File: src/sync_serial_pkg.sv
// shared constants for the synchronous serial master channel
package sync_serial_pkg;
	// register byte offsets
	localparam logic [7:0] off_data = 8'h00;
	localparam logic [7:0] off_ctrl = 8'h04;
	localparam logic [7:0] off_status = 8'h08;
	localparam logic [7:0] off_irq_status = 8'h0c;
	localparam logic [7:0] off_irq_mask = 8'h10;
	localparam logic [7:0] off_clk_enable = 8'h14;
	localparam logic [7:0] off_divider = 8'h18;
	// control field positions
	localparam int ctrl_rx_en_bit = 0;
	localparam int ctrl_tx_en_bit = 1;
	localparam int ctrl_src_bit = 2;
	localparam int ctrl_mode_lo = 3;
	localparam int ctrl_dir_bit = 5;
	// serial unit gate bit of the peripheral clock enable register
	localparam int clk_gate_bit = 2;
	// operation mode codes
	localparam logic [1:0] mode_csi = 2'h0;
	localparam logic [1:0] mode_async = 2'h1;
	localparam logic [1:0] mode_bad = 2'h3;
	// reset values and the zero byte
	localparam logic [7:0] ctrl_reset = 8'h00;
	localparam logic [7:0] pce_reset = 8'h00;
	localparam logic [7:0] div_reset = 8'h09;
	localparam logic [7:0] byte_zero = 8'h00;
	// interrupt status bits and character length
	localparam int irq_event_bit = 0;
	localparam int irq_mode_err_bit = 1;
	localparam int char_bits = 8;
endpackage

File: src/sync_serial_tick.sv
// divider producing a one-cycle enable at half the serial clock period
module sync_serial_tick
	import sync_serial_pkg::*;
(
	// clock and reset
	input wire logic pclk,
	input wire logic presetn,
	// control
	input wire logic run,
	input wire logic [7:0] half_period,
	// output enable
	output logic tick
);
	typedef struct packed {
		logic [7:0] count;
		logic tick;
	} tick_state_t;
	tick_state_t state, next_state;

	// count down and pulse on reaching zero; idle keeps the counter loaded
	always_comb begin
		next_state = state;
		next_state.tick = 1'b0;
		if (!run) begin
			next_state.count = half_period;
		end else if (state.count == byte_zero) begin
			next_state.count = half_period;
			next_state.tick = 1'b1;
		end else begin
			next_state.count = state.count - 8'h01;
		end
	end

	always_ff @(posedge pclk or negedge presetn) begin
		if (!presetn) begin
			state <= '0;
		end else begin
			state <= next_state;
		end
	end

	assign tick = state.tick;
endmodule // sync_serial_tick

File: src/sync_serial_shifter.sv
// eight-bit shift engine: drives the serial clock and data, samples input
module sync_serial_shifter
	import sync_serial_pkg::*;
(
	// clock and reset
	input wire logic pclk,
	input wire logic presetn,
	// control
	input wire logic tick,
	input wire logic start,
	input wire logic [7:0] tx_byte,
	input wire logic lsb_first,
	input wire logic miso_sync,
	// status
	output logic busy,
	output logic done,
	output logic [7:0] rx_byte,
	output logic sck,
	output logic mosi
);
	typedef struct packed {
		logic busy;
		logic done;
		logic phase;
		logic [3:0] bits;
		logic [7:0] tx;
		logic [7:0] rx;
		logic sck;
	} shift_state_t;
	shift_state_t state, next_state;

	// idle high clock; data changes on falling edge, sampled on rising edge
	always_comb begin
		next_state = state;
		next_state.done = 1'b0;
		if (!state.busy) begin
			next_state.sck = 1'b1;
			// idle data line returns high one cycle after the last rise
			next_state.tx = 8'hff;
			if (start) begin
				next_state.busy = 1'b1;
				next_state.tx = tx_byte;
				next_state.bits = 4'h0;
				next_state.phase = 1'b0;
			end
		end else if (tick) begin
			if (!state.phase) begin
				next_state.sck = 1'b0;
				next_state.phase = 1'b1;
				// shifting on the fall keeps data away from the slave's sampling rise
				if (state.bits != 4'h0) begin
					next_state.tx = lsb_first ? {1'b1, state.tx[7:1]} : {state.tx[6:0], 1'b1};
				end
			end else begin
				next_state.sck = 1'b1;
				next_state.phase = 1'b0;
				next_state.rx = lsb_first ? {miso_sync, state.rx[7:1]} : {state.rx[6:0], miso_sync};
				next_state.bits = state.bits + 4'h1;
				if (state.bits == 4'(char_bits - 1)) begin
					next_state.busy = 1'b0;
					next_state.done = 1'b1;
				end
			end
		end
	end

	always_ff @(posedge pclk or negedge presetn) begin
		if (!presetn) begin
			state <= '{busy: 1'b0, done: 1'b0, phase: 1'b0, bits: 4'h0, tx: 8'hff, rx: 8'h00, sck: 1'b1};
		end else begin
			state <= next_state;
		end
	end

	assign busy = state.busy;
	assign done = state.done;
	assign rx_byte = state.rx;
	assign sck = state.sck;
	assign mosi = lsb_first ? state.tx[0] : state.tx[7];
endmodule // sync_serial_shifter

File: src/sync_serial_master_burst.sv
// synchronous serial master channel with apb registers and event interrupt
// How it works
// - writing the data register starts one character; receive-only writes a dummy
// - event fires on buffer empty or on transfer end, as selected
// - status shows a transfer-in-progress flag the host can poll
// - bit 2 of peripheral clock enable gates the serial unit clock
// - mode code 00 synchronous, 01 asynchronous, 11 prohibited
// - interrupt source bit: 0 transfer end, 1 buffer empty
//
// The APB register port and the register offsets were chosen for this implementation.
module sync_serial_master_burst
	import sync_serial_pkg::*;
(
	// clock and reset
	input wire logic pclk,
	input wire logic presetn,
	// apb slave
	input wire logic psel,
	input wire logic penable,
	input wire logic pwrite,
	input wire logic [7:0] paddr,
	input wire logic [31:0] pwdata,
	output logic [31:0] prdata,
	output logic pready,
	output logic pslverr,
	// serial link
	output logic sck_out,
	output logic mosi_out,
	input wire logic miso_in,
	// interrupts
	output logic channel_irq,
	output logic irq_level
);
	typedef struct packed {
		logic [7:0] peripheral_clock_enable;
		logic [7:0] ctrl;
		logic [7:0] divider;
		logic [7:0] buffer;
		logic buffer_full;
		logic [7:0] shift_data_reg;
		logic [1:0] irq_status;
		logic [1:0] irq_mask;
		logic [31:0] prdata;
		logic pready;
		logic pslverr;
		logic channel_irq;
		logic irq_level;
		logic sck;
		logic mosi;
		logic [1:0] miso_sync;
	} top_state_t;
	top_state_t state, next_state;

	logic tick, busy, done, start;
	logic [7:0] rx_byte;
	logic sck_raw, mosi_raw;
	logic unit_clock_on, tx_en, rx_en, channel_on, src_empty, mode_ok;
	logic apb_access, wr, rd, buffer_empty_evt, event_pulse;

	assign unit_clock_on = state.peripheral_clock_enable[clk_gate_bit];
	assign tx_en = state.ctrl[ctrl_tx_en_bit];
	assign rx_en = state.ctrl[ctrl_rx_en_bit];
	// only synchronous mode runs the shifter
	assign mode_ok = state.ctrl[ctrl_mode_lo +: 2] == mode_csi;
	assign channel_on = unit_clock_on && mode_ok && (tx_en || rx_en);
	assign src_empty = state.ctrl[ctrl_src_bit];
	// buffered byte launches when the shifter is free
	assign start = channel_on && state.buffer_full && !busy;
	assign buffer_empty_evt = start;
	assign event_pulse = src_empty ? buffer_empty_evt : done;
	// apb access phase qualifiers; the answer flop blocks a second take
	assign apb_access = psel && penable && !state.pready;
	assign wr = apb_access && pwrite;
	assign rd = apb_access && !pwrite;

	sync_serial_tick u_tick (
		.pclk(pclk),
		.presetn(presetn),
		.run(busy && unit_clock_on),
		.half_period(state.divider),
		.tick(tick)
	);

	sync_serial_shifter u_shifter (
		.pclk(pclk),
		.presetn(presetn),
		.tick(tick && unit_clock_on),
		.start(start),
		.tx_byte(tx_en ? state.buffer : 8'hff),
		.lsb_first(state.ctrl[ctrl_dir_bit]),
		.miso_sync(state.miso_sync[1]),
		.busy(busy),
		.done(done),
		.rx_byte(rx_byte),
		.sck(sck_raw),
		.mosi(mosi_raw)
	);

	// registers, bus answers and event flags
	always_comb begin
		next_state = state;
		next_state.miso_sync = {state.miso_sync[0], miso_in};
		next_state.pready = apb_access;
		next_state.pslverr = 1'b0;
		next_state.prdata = 32'h0000_0000;
		next_state.sck = sck_raw;
		next_state.mosi = mosi_raw;
		next_state.channel_irq = event_pulse;
		if (start) begin
			next_state.buffer_full = 1'b0;
		end
		if (done && rx_en) begin
			next_state.shift_data_reg = rx_byte;
		end
		// write decode; status registers ignore writes without error
		if (wr) begin
			if (paddr == off_data) begin
				next_state.buffer = pwdata[7:0];
				next_state.buffer_full = 1'b1;
			end else if (paddr == off_ctrl) begin
				// a channel restart reverts to transfer-end events
				next_state.ctrl = pwdata[7:0];
				if ((pwdata[ctrl_tx_en_bit] != tx_en) || (pwdata[ctrl_rx_en_bit] != rx_en)) begin
					next_state.ctrl[ctrl_src_bit] = 1'b0;
				end
			end else if (paddr == off_irq_mask) begin
				next_state.irq_mask = pwdata[1:0];
			end else if (paddr == off_clk_enable) begin
				next_state.peripheral_clock_enable = pwdata[7:0];
			end else if (paddr == off_divider) begin
				next_state.divider = pwdata[7:0];
			end else if (paddr != off_status && paddr != off_irq_status) begin
				next_state.pslverr = 1'b1;
			end
		end else if (rd) begin
			// read decode; data lines stay zero outside an answer
			if (paddr == off_data) begin
				next_state.prdata = {24'h000000, state.shift_data_reg};
			end else if (paddr == off_ctrl) begin
				next_state.prdata = {24'h000000, state.ctrl};
			end else if (paddr == off_status) begin
				next_state.prdata = {30'h0, state.buffer_full, busy};
			end else if (paddr == off_irq_status) begin
				next_state.prdata = {30'h0, state.irq_status};
				next_state.irq_status = 2'h0;
			end else if (paddr == off_irq_mask) begin
				next_state.prdata = {30'h0, state.irq_mask};
			end else if (paddr == off_clk_enable) begin
				next_state.prdata = {24'h000000, state.peripheral_clock_enable};
			end else if (paddr == off_divider) begin
				next_state.prdata = {24'h000000, state.divider};
			end else begin
				next_state.pslverr = 1'b1;
			end
		end
		// set wins over the read clear
		if (event_pulse) begin
			next_state.irq_status[irq_event_bit] = 1'b1;
		end
		if (state.ctrl[ctrl_mode_lo +: 2] == mode_bad) begin
			next_state.irq_status[irq_mode_err_bit] = 1'b1;
		end
		next_state.irq_level = |(next_state.irq_status & state.irq_mask);
	end

	// one register stage for the whole state; reset values are constants
	always_ff @(posedge pclk or negedge presetn) begin
		if (!presetn) begin
			state <= '0;
			state.ctrl <= ctrl_reset;
			state.divider <= div_reset;
			state.peripheral_clock_enable <= pce_reset;
			state.sck <= 1'b1;
			state.mosi <= 1'b1;
		end else begin
			state <= next_state;
		end
	end

	// pins and bus answers come straight from the state flops
	assign prdata = state.prdata;
	assign pready = state.pready;
	assign pslverr = state.pslverr;
	assign sck_out = state.sck;
	assign mosi_out = state.mosi;
	assign channel_irq = state.channel_irq;
	assign irq_level = state.irq_level;

	irq_one_cycle_a: assert property (@(posedge pclk) disable iff (!presetn) channel_irq |=> !channel_irq)
		else $error("event pulse longer than one cycle");
	end_source_a: assert property (@(posedge pclk) disable iff (!presetn) (done && !src_empty) |=> channel_irq)
		else $error("transfer end event missed");
	empty_source_a: assert property (@(posedge pclk) disable iff (!presetn) (start && src_empty) |=> channel_irq)
		else $error("buffer empty event missed");
	clock_gate_a: assert property (@(posedge pclk) disable iff (!presetn) !unit_clock_on |-> !start)
		else $error("launch with unit clock stopped");
	write_starts_a: assert property (@(posedge pclk) disable iff (!presetn) (channel_on && state.buffer_full && !busy) |=> busy)
		else $error("write did not start transfer");
	busy_hold_a: assert property (@(posedge pclk) disable iff (!presetn) $rose(busy) |=> busy [*2])
		else $error("busy dropped early");
	mode_gate_a: assert property (@(posedge pclk) disable iff (!presetn) !mode_ok |-> !start)
		else $error("launch in non synchronous mode");
	mode_change_a: assert property (@(posedge pclk) disable iff (!presetn)
		(wr && paddr == off_ctrl && pwdata[ctrl_tx_en_bit] != tx_en) |=> !src_empty)
		else $error("source not reverted");
	// apb answer is a one-cycle pulse
	bus_answer_a: assert property (@(posedge pclk) disable iff (!presetn) apb_access |=> pready ##1 !pready)
		else $error("apb answer timing");

	// every pulse leaves its sticky flag
	irq_sticky_a: assert property (@(posedge pclk) disable iff (!presetn)
		channel_irq |-> state.irq_status[irq_event_bit])
		else $error("event pulse not recorded");
	// level uses the mask that stood when it was computed
	level_track_a: assert property (@(posedge pclk) disable iff (!presetn)
		irq_level == |(state.irq_status & $past(state.irq_mask)))
		else $error("interrupt level out of step");
	// error flag only rides on an answer
	err_with_ready_a: assert property (@(posedge pclk) disable iff (!presetn)
		pslverr |-> pready)
		else $error("error without answer");
	// read data lines quiet between answers
	rdata_idle_a: assert property (@(posedge pclk) disable iff (!presetn)
		!pready |-> prdata == 32'h0000_0000)
		else $error("read data outside answer");
	// an answer only follows a taken access
	answer_cause_a: assert property (@(posedge pclk) disable iff (!presetn)
		pready |-> $past(apb_access))
		else $error("answer without access");
	// serial clock parks high between characters
	sck_idle_a: assert property (@(posedge pclk) disable iff (!presetn)
		!busy |-> sck_raw)
		else $error("serial clock not idle high");
	// data line parks high once the character is out
	mosi_idle_a: assert property (@(posedge pclk) disable iff (!presetn)
		(!busy && !start) |=> mosi_raw)
		else $error("data line not idle high");
	// received byte lands in the data register
	rx_capture_a: assert property (@(posedge pclk) disable iff (!presetn)
		(done && rx_en) |=> state.shift_data_reg == $past(rx_byte))
		else $error("received byte not stored");
	// transmit-only keeps the last received byte
	rx_hold_a: assert property (@(posedge pclk) disable iff (!presetn)
		(done && !rx_en) |=> $stable(state.shift_data_reg))
		else $error("data register changed without receive");
	// launch empties the buffer unless rewritten
	buffer_drain_a: assert property (@(posedge pclk) disable iff (!presetn)
		(start && !(wr && paddr == off_data)) |=> !state.buffer_full)
		else $error("buffer not drained by launch");
	// stopped unit clock freezes the link clock
	gate_freeze_a: assert property (@(posedge pclk) disable iff (!presetn)
		!unit_clock_on |=> $stable(sck_raw))
		else $error("link clock moved with unit clock stopped");
	// transfer-end source stays quiet on a launch
	end_quiet_a: assert property (@(posedge pclk) disable iff (!presetn)
		(start && !src_empty && !done) |=> !channel_irq)
		else $error("launch event in transfer end mode");
	// status read shows the in-progress flag
	status_busy_a: assert property (@(posedge pclk) disable iff (!presetn)
		(rd && paddr == off_status) |=> prdata[0] == $past(busy))
		else $error("in progress flag misread");
	// control reads back what is held
	ctrl_readback_a: assert property (@(posedge pclk) disable iff (!presetn)
		(rd && paddr == off_ctrl) |=> prdata == {24'h000000, $past(state.ctrl)})
		else $error("control readback wrong");
	// prohibited code raises the error flag
	mode_flag_a: assert property (@(posedge pclk) disable iff (!presetn)
		(state.ctrl[ctrl_mode_lo +: 2] == mode_bad) |=> state.irq_status[irq_mode_err_bit])
		else $error("prohibited mode not flagged");
	// status read clears the event flag when no new event
	read_clear_a: assert property (@(posedge pclk) disable iff (!presetn)
		(rd && paddr == off_irq_status && !event_pulse) |=> !state.irq_status[irq_event_bit])
		else $error("event flag not cleared by read");

	// main scenarios reached
	cover_launch_c: cover property (@(posedge pclk) disable iff (!presetn) start);
	cover_done_c: cover property (@(posedge pclk) disable iff (!presetn) done && rx_en);
	cover_empty_c: cover property (@(posedge pclk) disable iff (!presetn) start && src_empty);
	cover_mode_err_c: cover property (@(posedge pclk) disable iff (!presetn) state.irq_status[irq_mode_err_bit]);
	cover_gate_c: cover property (@(posedge pclk) disable iff (!presetn) !unit_clock_on && state.buffer_full);
endmodule // sync_serial_master_burst

File: config.mk
export PLATFORM = sky130hd
export DESIGN_NAME = sync_serial_master_burst
export DESIGN_NICKNAME = d
export VERILOG_FILES = /design/src/sync_serial_pkg.sv /design/src/sync_serial_tick.sv /design/src/sync_serial_shifter.sv /design/src/sync_serial_master_burst.sv
export SDC_FILE = /design/constraint.sdc
export NUM_CORES = 1
export LEC_CHECK = 0
export ABC_AREA = 1
export BUFFER_PORTS_ARGS = -buffer_cell sky130_fd_sc_hd__buf_2
export CORE_MARGIN = 3
export CORE_UTILIZATION = 40
export DETAILED_ROUTE_END_ITERATION = 8
export PLACE_DENSITY_LB_ADDON = 0.3
export SKIP_CTS_REPAIR_TIMING = 1
export SLEW_MARGIN = 10
export SYNTH_ARGS = -nofsm -noshare
export SYNTH_HDL_FRONTEND = slang
export SYNTH_SLANG_ARGS = --single-unit
File: constraint.sdc
create_clock -name pclk -period 1.5 [get_ports pclk]
set_clock_uncertainty 0.2 [all_clocks]
set_input_delay 0.15 -clock pclk [delete_from_list [all_inputs] [get_ports pclk]]
set_output_delay 0.15 -clock pclk [all_outputs]
set_load 0.05 [all_outputs]
Yosys cells after proc, flatten, opt, wreduce, memory -nomap -nowiden
Cells that the tools add are included.
Widths: inputs -> output; s select.

operators by class
  $add $sub $neg = 2
  equality and inequality tests = 16
  muxes and demuxes = 60
  bitwise logic cells = 5
  reductions and logical operators = 32

operators with widths
  kind                 number
  $mux 8               17
  $mux 1               31
  $mux 13              2
  $eq 8x5->1 const B   3
  $mux 24              1
  $eq 8x4->1 const B   2
  $logic_not 8->1      2
  $mux 2               8
  $ne 8x4->1 const B   2
  $logic_and 1x1->1    12
  $reduce_and 3->1     4
  $eq 8x3->1 const B   1
  $sub 8x1->8 const B  1
  $ne 2x2->1 const B   3
  $reduce_and 6->1     1
  $reduce_and 5->1     1
  $add 4x1->4 const B  1
  $eq 4x3->1 const B   1
  $mux 4               1
  $not 1->1            4
  $reduce_and 2->1     2
  $reduce_and 4->1     1
  $reduce_bool 4->1    1
  $logic_not 1->1      3
  8 further kinds      10

storage, ports and cells
  register bits after elaboration = 118
  input port bits = 46
  output and inout port bits = 38
  logic and storage cells = 140

Depth between registers and ports, before layout
  depth after elaboration = 10
  depth in mapped cells = 10
  mapped depth without buffers = 10

Cells and area by module
Synthesis repeated with hierarchy kept, for this count alone.

unflattened totals
  cells, all modules = 598
  area total of the unflattened synthesis = 4918.5 um2

by module, submodules not included
  module                    instances  cells an instance  area an instance (um2)  sequential area each (um2)
  sync_serial_master_burst  1          334                2986.6                  1531.5
  sync_serial_shifter       1          179                1348.8                  611.8
  sync_serial_tick          1          85                 583.1                   225.2

Least setup slack after synthesis
Ideal clock, no wire load.

  path kind = reg-to-reg
  from = reg state (netlist bit pready)
  to = reg state[78] in the netlist's numbering
  setup time = 122 ps
  arrival time = 1431 ps
  required time = 1178 ps
  slack = -253 ps
  cell stages (with the launch flop) = 8
  buffers on the path = 1
  clock period less this slack = 1753 ps
  path through = dfrtp_1 -> nor2_4 -> nand2_1 -> nor2_2 -> nand2_2 -> buf_6 -> nand2_1 -> o21ai_2

on the way
  cells in the longest elaborated chain, start to end = 4

RTL lines
  item                               RTL line                         text
  from (decl)                        sync_serial_master_burst.sv:52   top_state_t state, next_state;
  from (signal assigned)             sync_serial_master_burst.sv:176  state <= next_state;
  $logic_not 1->1                    sync_serial_master_burst.sv:72   assign apb_access = psel && penable && !state.pready;
  $logic_and 1x1->1                  sync_serial_master_burst.sv:72
  net apb_access                     sync_serial_master_burst.sv:58   logic apb_access, wr, rd, buffer_empty_evt, event_pulse;
  $logic_and 1x1->1                  sync_serial_master_burst.sv:73   assign wr = apb_access && pwrite;
  $reduce_and 5->1 (no source line)  -

The timed path passes the listed nets, and every way through them passes these cells.
A chain may end at the register's enable or synchronous reset.

==> metrics.md <==
| Metric | Value |
|---|---|
| CTS Sinks | 94 |
| Vias per cell | 4.97 |
| Yosys warns | 0 |
| Final Hold Slack | -0.00702 ns |
| Core Box Area | 11200 µm² |
| Die height | 114 µm |
| Hold crit path type | input pin to register |
| Largest family of logic cells by synthesized area | simple AND/OR/NAND/NOR gates |
| Crit-path most repeated cell | nand2_2 |
| Setup Crit Path Kind | register to register |
| Setup violators final | 26 |
| Placement Setup Slack | -0.193 ns |
| Largest area contributor in the netlist | dfrtp_1 |
| Internal power | 0.00402 W |
| Total clock buffers created by CTS | 9 |
| CTS tree | built |
| Antenna-violating nets left | 0 |
| Comb pwr share | 0.087 |
| Most frequent cells in the layout | nand2_1 (94), dfrtp_1 (79), buf_4 (53), inv_1 (45), buf_2 (34) |
| Post-route minimum period | 1.60 ns |
| Worst Setup Slack, final | -0.0992 ns |
| Post-synthesis adder-cell area fraction | 0.0107 |
| Initial Utilization | 0.420 |
| CP max-delay cell | dfrtp_1 |
| Synth Cell Area | 4700 µm² |
| Status | finished with violations |
| RSZ-0062 raised after global routing | true |
| Clock transition at path regs | 0.06 ns |
| Total gr overflow | 0 |
| Vias | 3837 |
| Register area share after synthesis | 0.504 |
| Power, Total | 0.00533 W |
| Initial DRT Pass Iterations | 5 |
| Crit path DAT | 1.65 ns |
| Post-Route WL | 11300 µm |
| Most common cell after layout, fill and taps aside | nand2_1 |
| Power per cell area | 865 nW/µm² |
| Critical Path, Cell by Cell | inv_2 -> nand2_2 -> nor3_2 -> nand4_1 -> nand3_4 -> buf_6 -> nand2_2 -> o21ai_1 |
| Sw Ratio | 0.245 |
| Clock Path Buffers | 2 |
| CP Max Fanout | 7 |
| Post-synthesis register bit count | 94 |
| Worst path required time | 1.55 ns |
| Fill cells | 961 |
| CTS Root Cell | clkbuf_16 |
| Synth top area share | 0.432 |
| CP Capture Type | register |
| Largest net degree at the start of global routing | 33 |
| Clk pwr share | 0.428 |
| Flop pwr share | 0.484 |
| Port bufs | 35 |
| Simple-gate area share of the yosys netlist | 0.193 |
| Antenna violations before repair | 0 |
| Layout area overhead | 31.3% |
| CP startpoint kind | register |
| Hold violation total from the final report | 3 |
| Synth Area in Compound Gates | 0.161 |
| First-pass GRT wire length | 17600 µm |
| Vias in the first global route | 3623 |
| Maximum vdd ir drop | 0.502 mV |
| Max-cap violations | 0 |
| # diodes | 0 |
| Worst Path Buf+Inv | 2 |
| Cell family with most CP delay | simple AND/OR/NAND/NOR gates |
| Ranking of synthesized cells by area | dfrtp_1 (43%), nand2_1 (10%), dfstp_2 (7.3%) |
| Row Count | 38 |
| Ports | 84 |
| Post-layout net count | 677 |
| Synthesized area per cell | 8.84 µm² |
| DRT iter0 DRCs | 291 |
| Hpwl dp | 7920 µm |
| Psw | 0.00131 W |
| Gate Count Post-Synth | 531 |
| Global Route Usage Sum | 0.169 |
| Slew Viols, Final | 0 |
| # H-tree levels | 3 |
| Wirelength per Cell | 14.7 µm |
| Worst skew pair latency | 0.33 ns |
| Failing checks | negative hold slack, negative setup slack |
| Mux cell area share after synthesis | 0 |
| Fmax | 625 MHz |
| Chip width | 114 µm |
| Layout cells sized above 1 | 0.403 |
| Placer Congestion | 0.837 |
| DRC viols | 0 |
| Crit share post-route | 1.07 |
| Critical path's largest stage delay | 0.39 ns |
| Post-synthesis cell type count | 37 |
| Static Leak | 2.91 nW |
| Die footprint | 13100 µm² |
| Post-Synth XOR/XNOR Area | 0.00933 |
-- per-layer routing --
layer	GRT usage	wire (µm)	vias up
met3	0.0259	459	13
met5	0	0	-
met1	0.244	5180	1833
li1	-	-	1884
met4	0.0562	179	0
met2	0.262	5520	107
-- final timing paths --
check                                           from                              end  slack, ns  cells past startpoint
max                        u_tick.state[4]$_DFF_PN0_        u_tick.state[5]$_DFF_PN0_       -0.1                      8
max reg2reg                u_tick.state[4]$_DFF_PN0_        u_tick.state[5]$_DFF_PN0_       -0.1                      8
min reg2reg                  next_state[1]$_DFF_PN0_               state[1]$_DFF_PN0_       0.15                      0
min                                        pwdata[0]            src_empty$_DFFE_PN0P_     -0.007                      3
min in group asynchronous                    presetn  u_shifter.state[17]$_DFFE_PN0P_       0.06                      2
max in group asynchronous                    presetn            state[61]$_DFFE_PN1P_       0.48                      3
-- synth_stat cells --
cell,n
nand2_1,128
nand4_2,1
nor4_1,1
nand2_4,3
ha_1,4
o21bai_1,1
a21oi_1,16
o21ai_1,14
nand3_2,1
a41oi_1,3
nor2_2,6
dfstp_2,13
buf_6,5
a21oi_2,1
o221ai_1,1
nor2_8,1
a31oi_1,4
conb_1,1
clkinv_1,1
buf_4,34
nand2_2,5
buf_2,3
nor2_1,19
dfrtp_1,81
nor2_4,5
o211ai_1,8
clkbuf_1,3
nand4_1,4
o21ai_2,23
o31ai_1,3
inv_2,8
xor2_1,5
inv_1,53
nand3_1,14
o21ai_0,45
nor3_1,10
o22ai_1,3
-- power groups by stage --
stage / logic [W] / clock network, W / registers, W
6_report: 0.000466 / 0.00228 / 0.00258
5_1_grt: 0.000506 / 0.00243 / 0.00258
4_1_cts: 0.000425 / 0.00232 / 0.00258
3_5_place_dp: 0.000424 / 0 / 0.00263
3_3_place_gp: 0.000419 / 0 / 0.00262
2_1_floorplan: 0.000283 / 0 / 0.00264
-- sequential cells by signal, indices dropped and copies added, names as in the netlist --
name,count
u_tick.tick,1
u_shifter.busy,1
u_tick.state,8
src_empty,1
state,44
u_shifter.done,1
u_shifter.sck,1
next_state,1
rx_en,1
irq_level,1
sck_out,1
u_shifter.rx_byte,8
pslverr,1
mosi_out,1
prdata,8
pready,1
u_shifter.state,13
channel_irq,1
-- metrics by stage --
stage,area (µm²),hold WS [ns],TNS [ns],std cells,util
6_report,6160,-0.00702,-0.780,772,0.552
5_1_grt,6160,0.00523,-3.53,772,0.552
4_1_cts,5620,-0.475,-2.58,755,0.503
3_5_place_dp,5320,-0.114,-3.35,739,0.476
3_3_place_gp,5320,-0.117,-1.80,739,0.476
2_1_floorplan,4820,-0.346,-0.207,554,-
-- cell families (layout without fill, tap and decap cells) --
kind of cell	after synthesis	after routing
adders and majority gates	4	4
and+or+nand+nor	198	201
buffers and inverters	107	182
AOI/OAI and AO/OA	122	122
other	1	24
xor gates and xnor gates	5	5
DFF	94	94
-- tightest hold or removal path, stage by stage --
cell     delay (ns)
buf_2          0.11
o22ai_1        0.13
o31ai_2        0.09
-- layout make-up --
cell class / count / area [µm²] / area share
Clock buffer: 10 / 239 / 0.0388
Clock inverter: 6 / 61.3 / 0.00995
Inverter: 62 / 236 / 0.0384
Multi-Input combinational cell: 356 / 2250 / 0.365
Sequential cell: 94 / 2370 / 0.385
Tap cell: 140 / 175 / 0.0284
Timing Repair Buffer: 104 / 830 / 0.135
No activity file was read; power rests on OpenSTA's default activity.
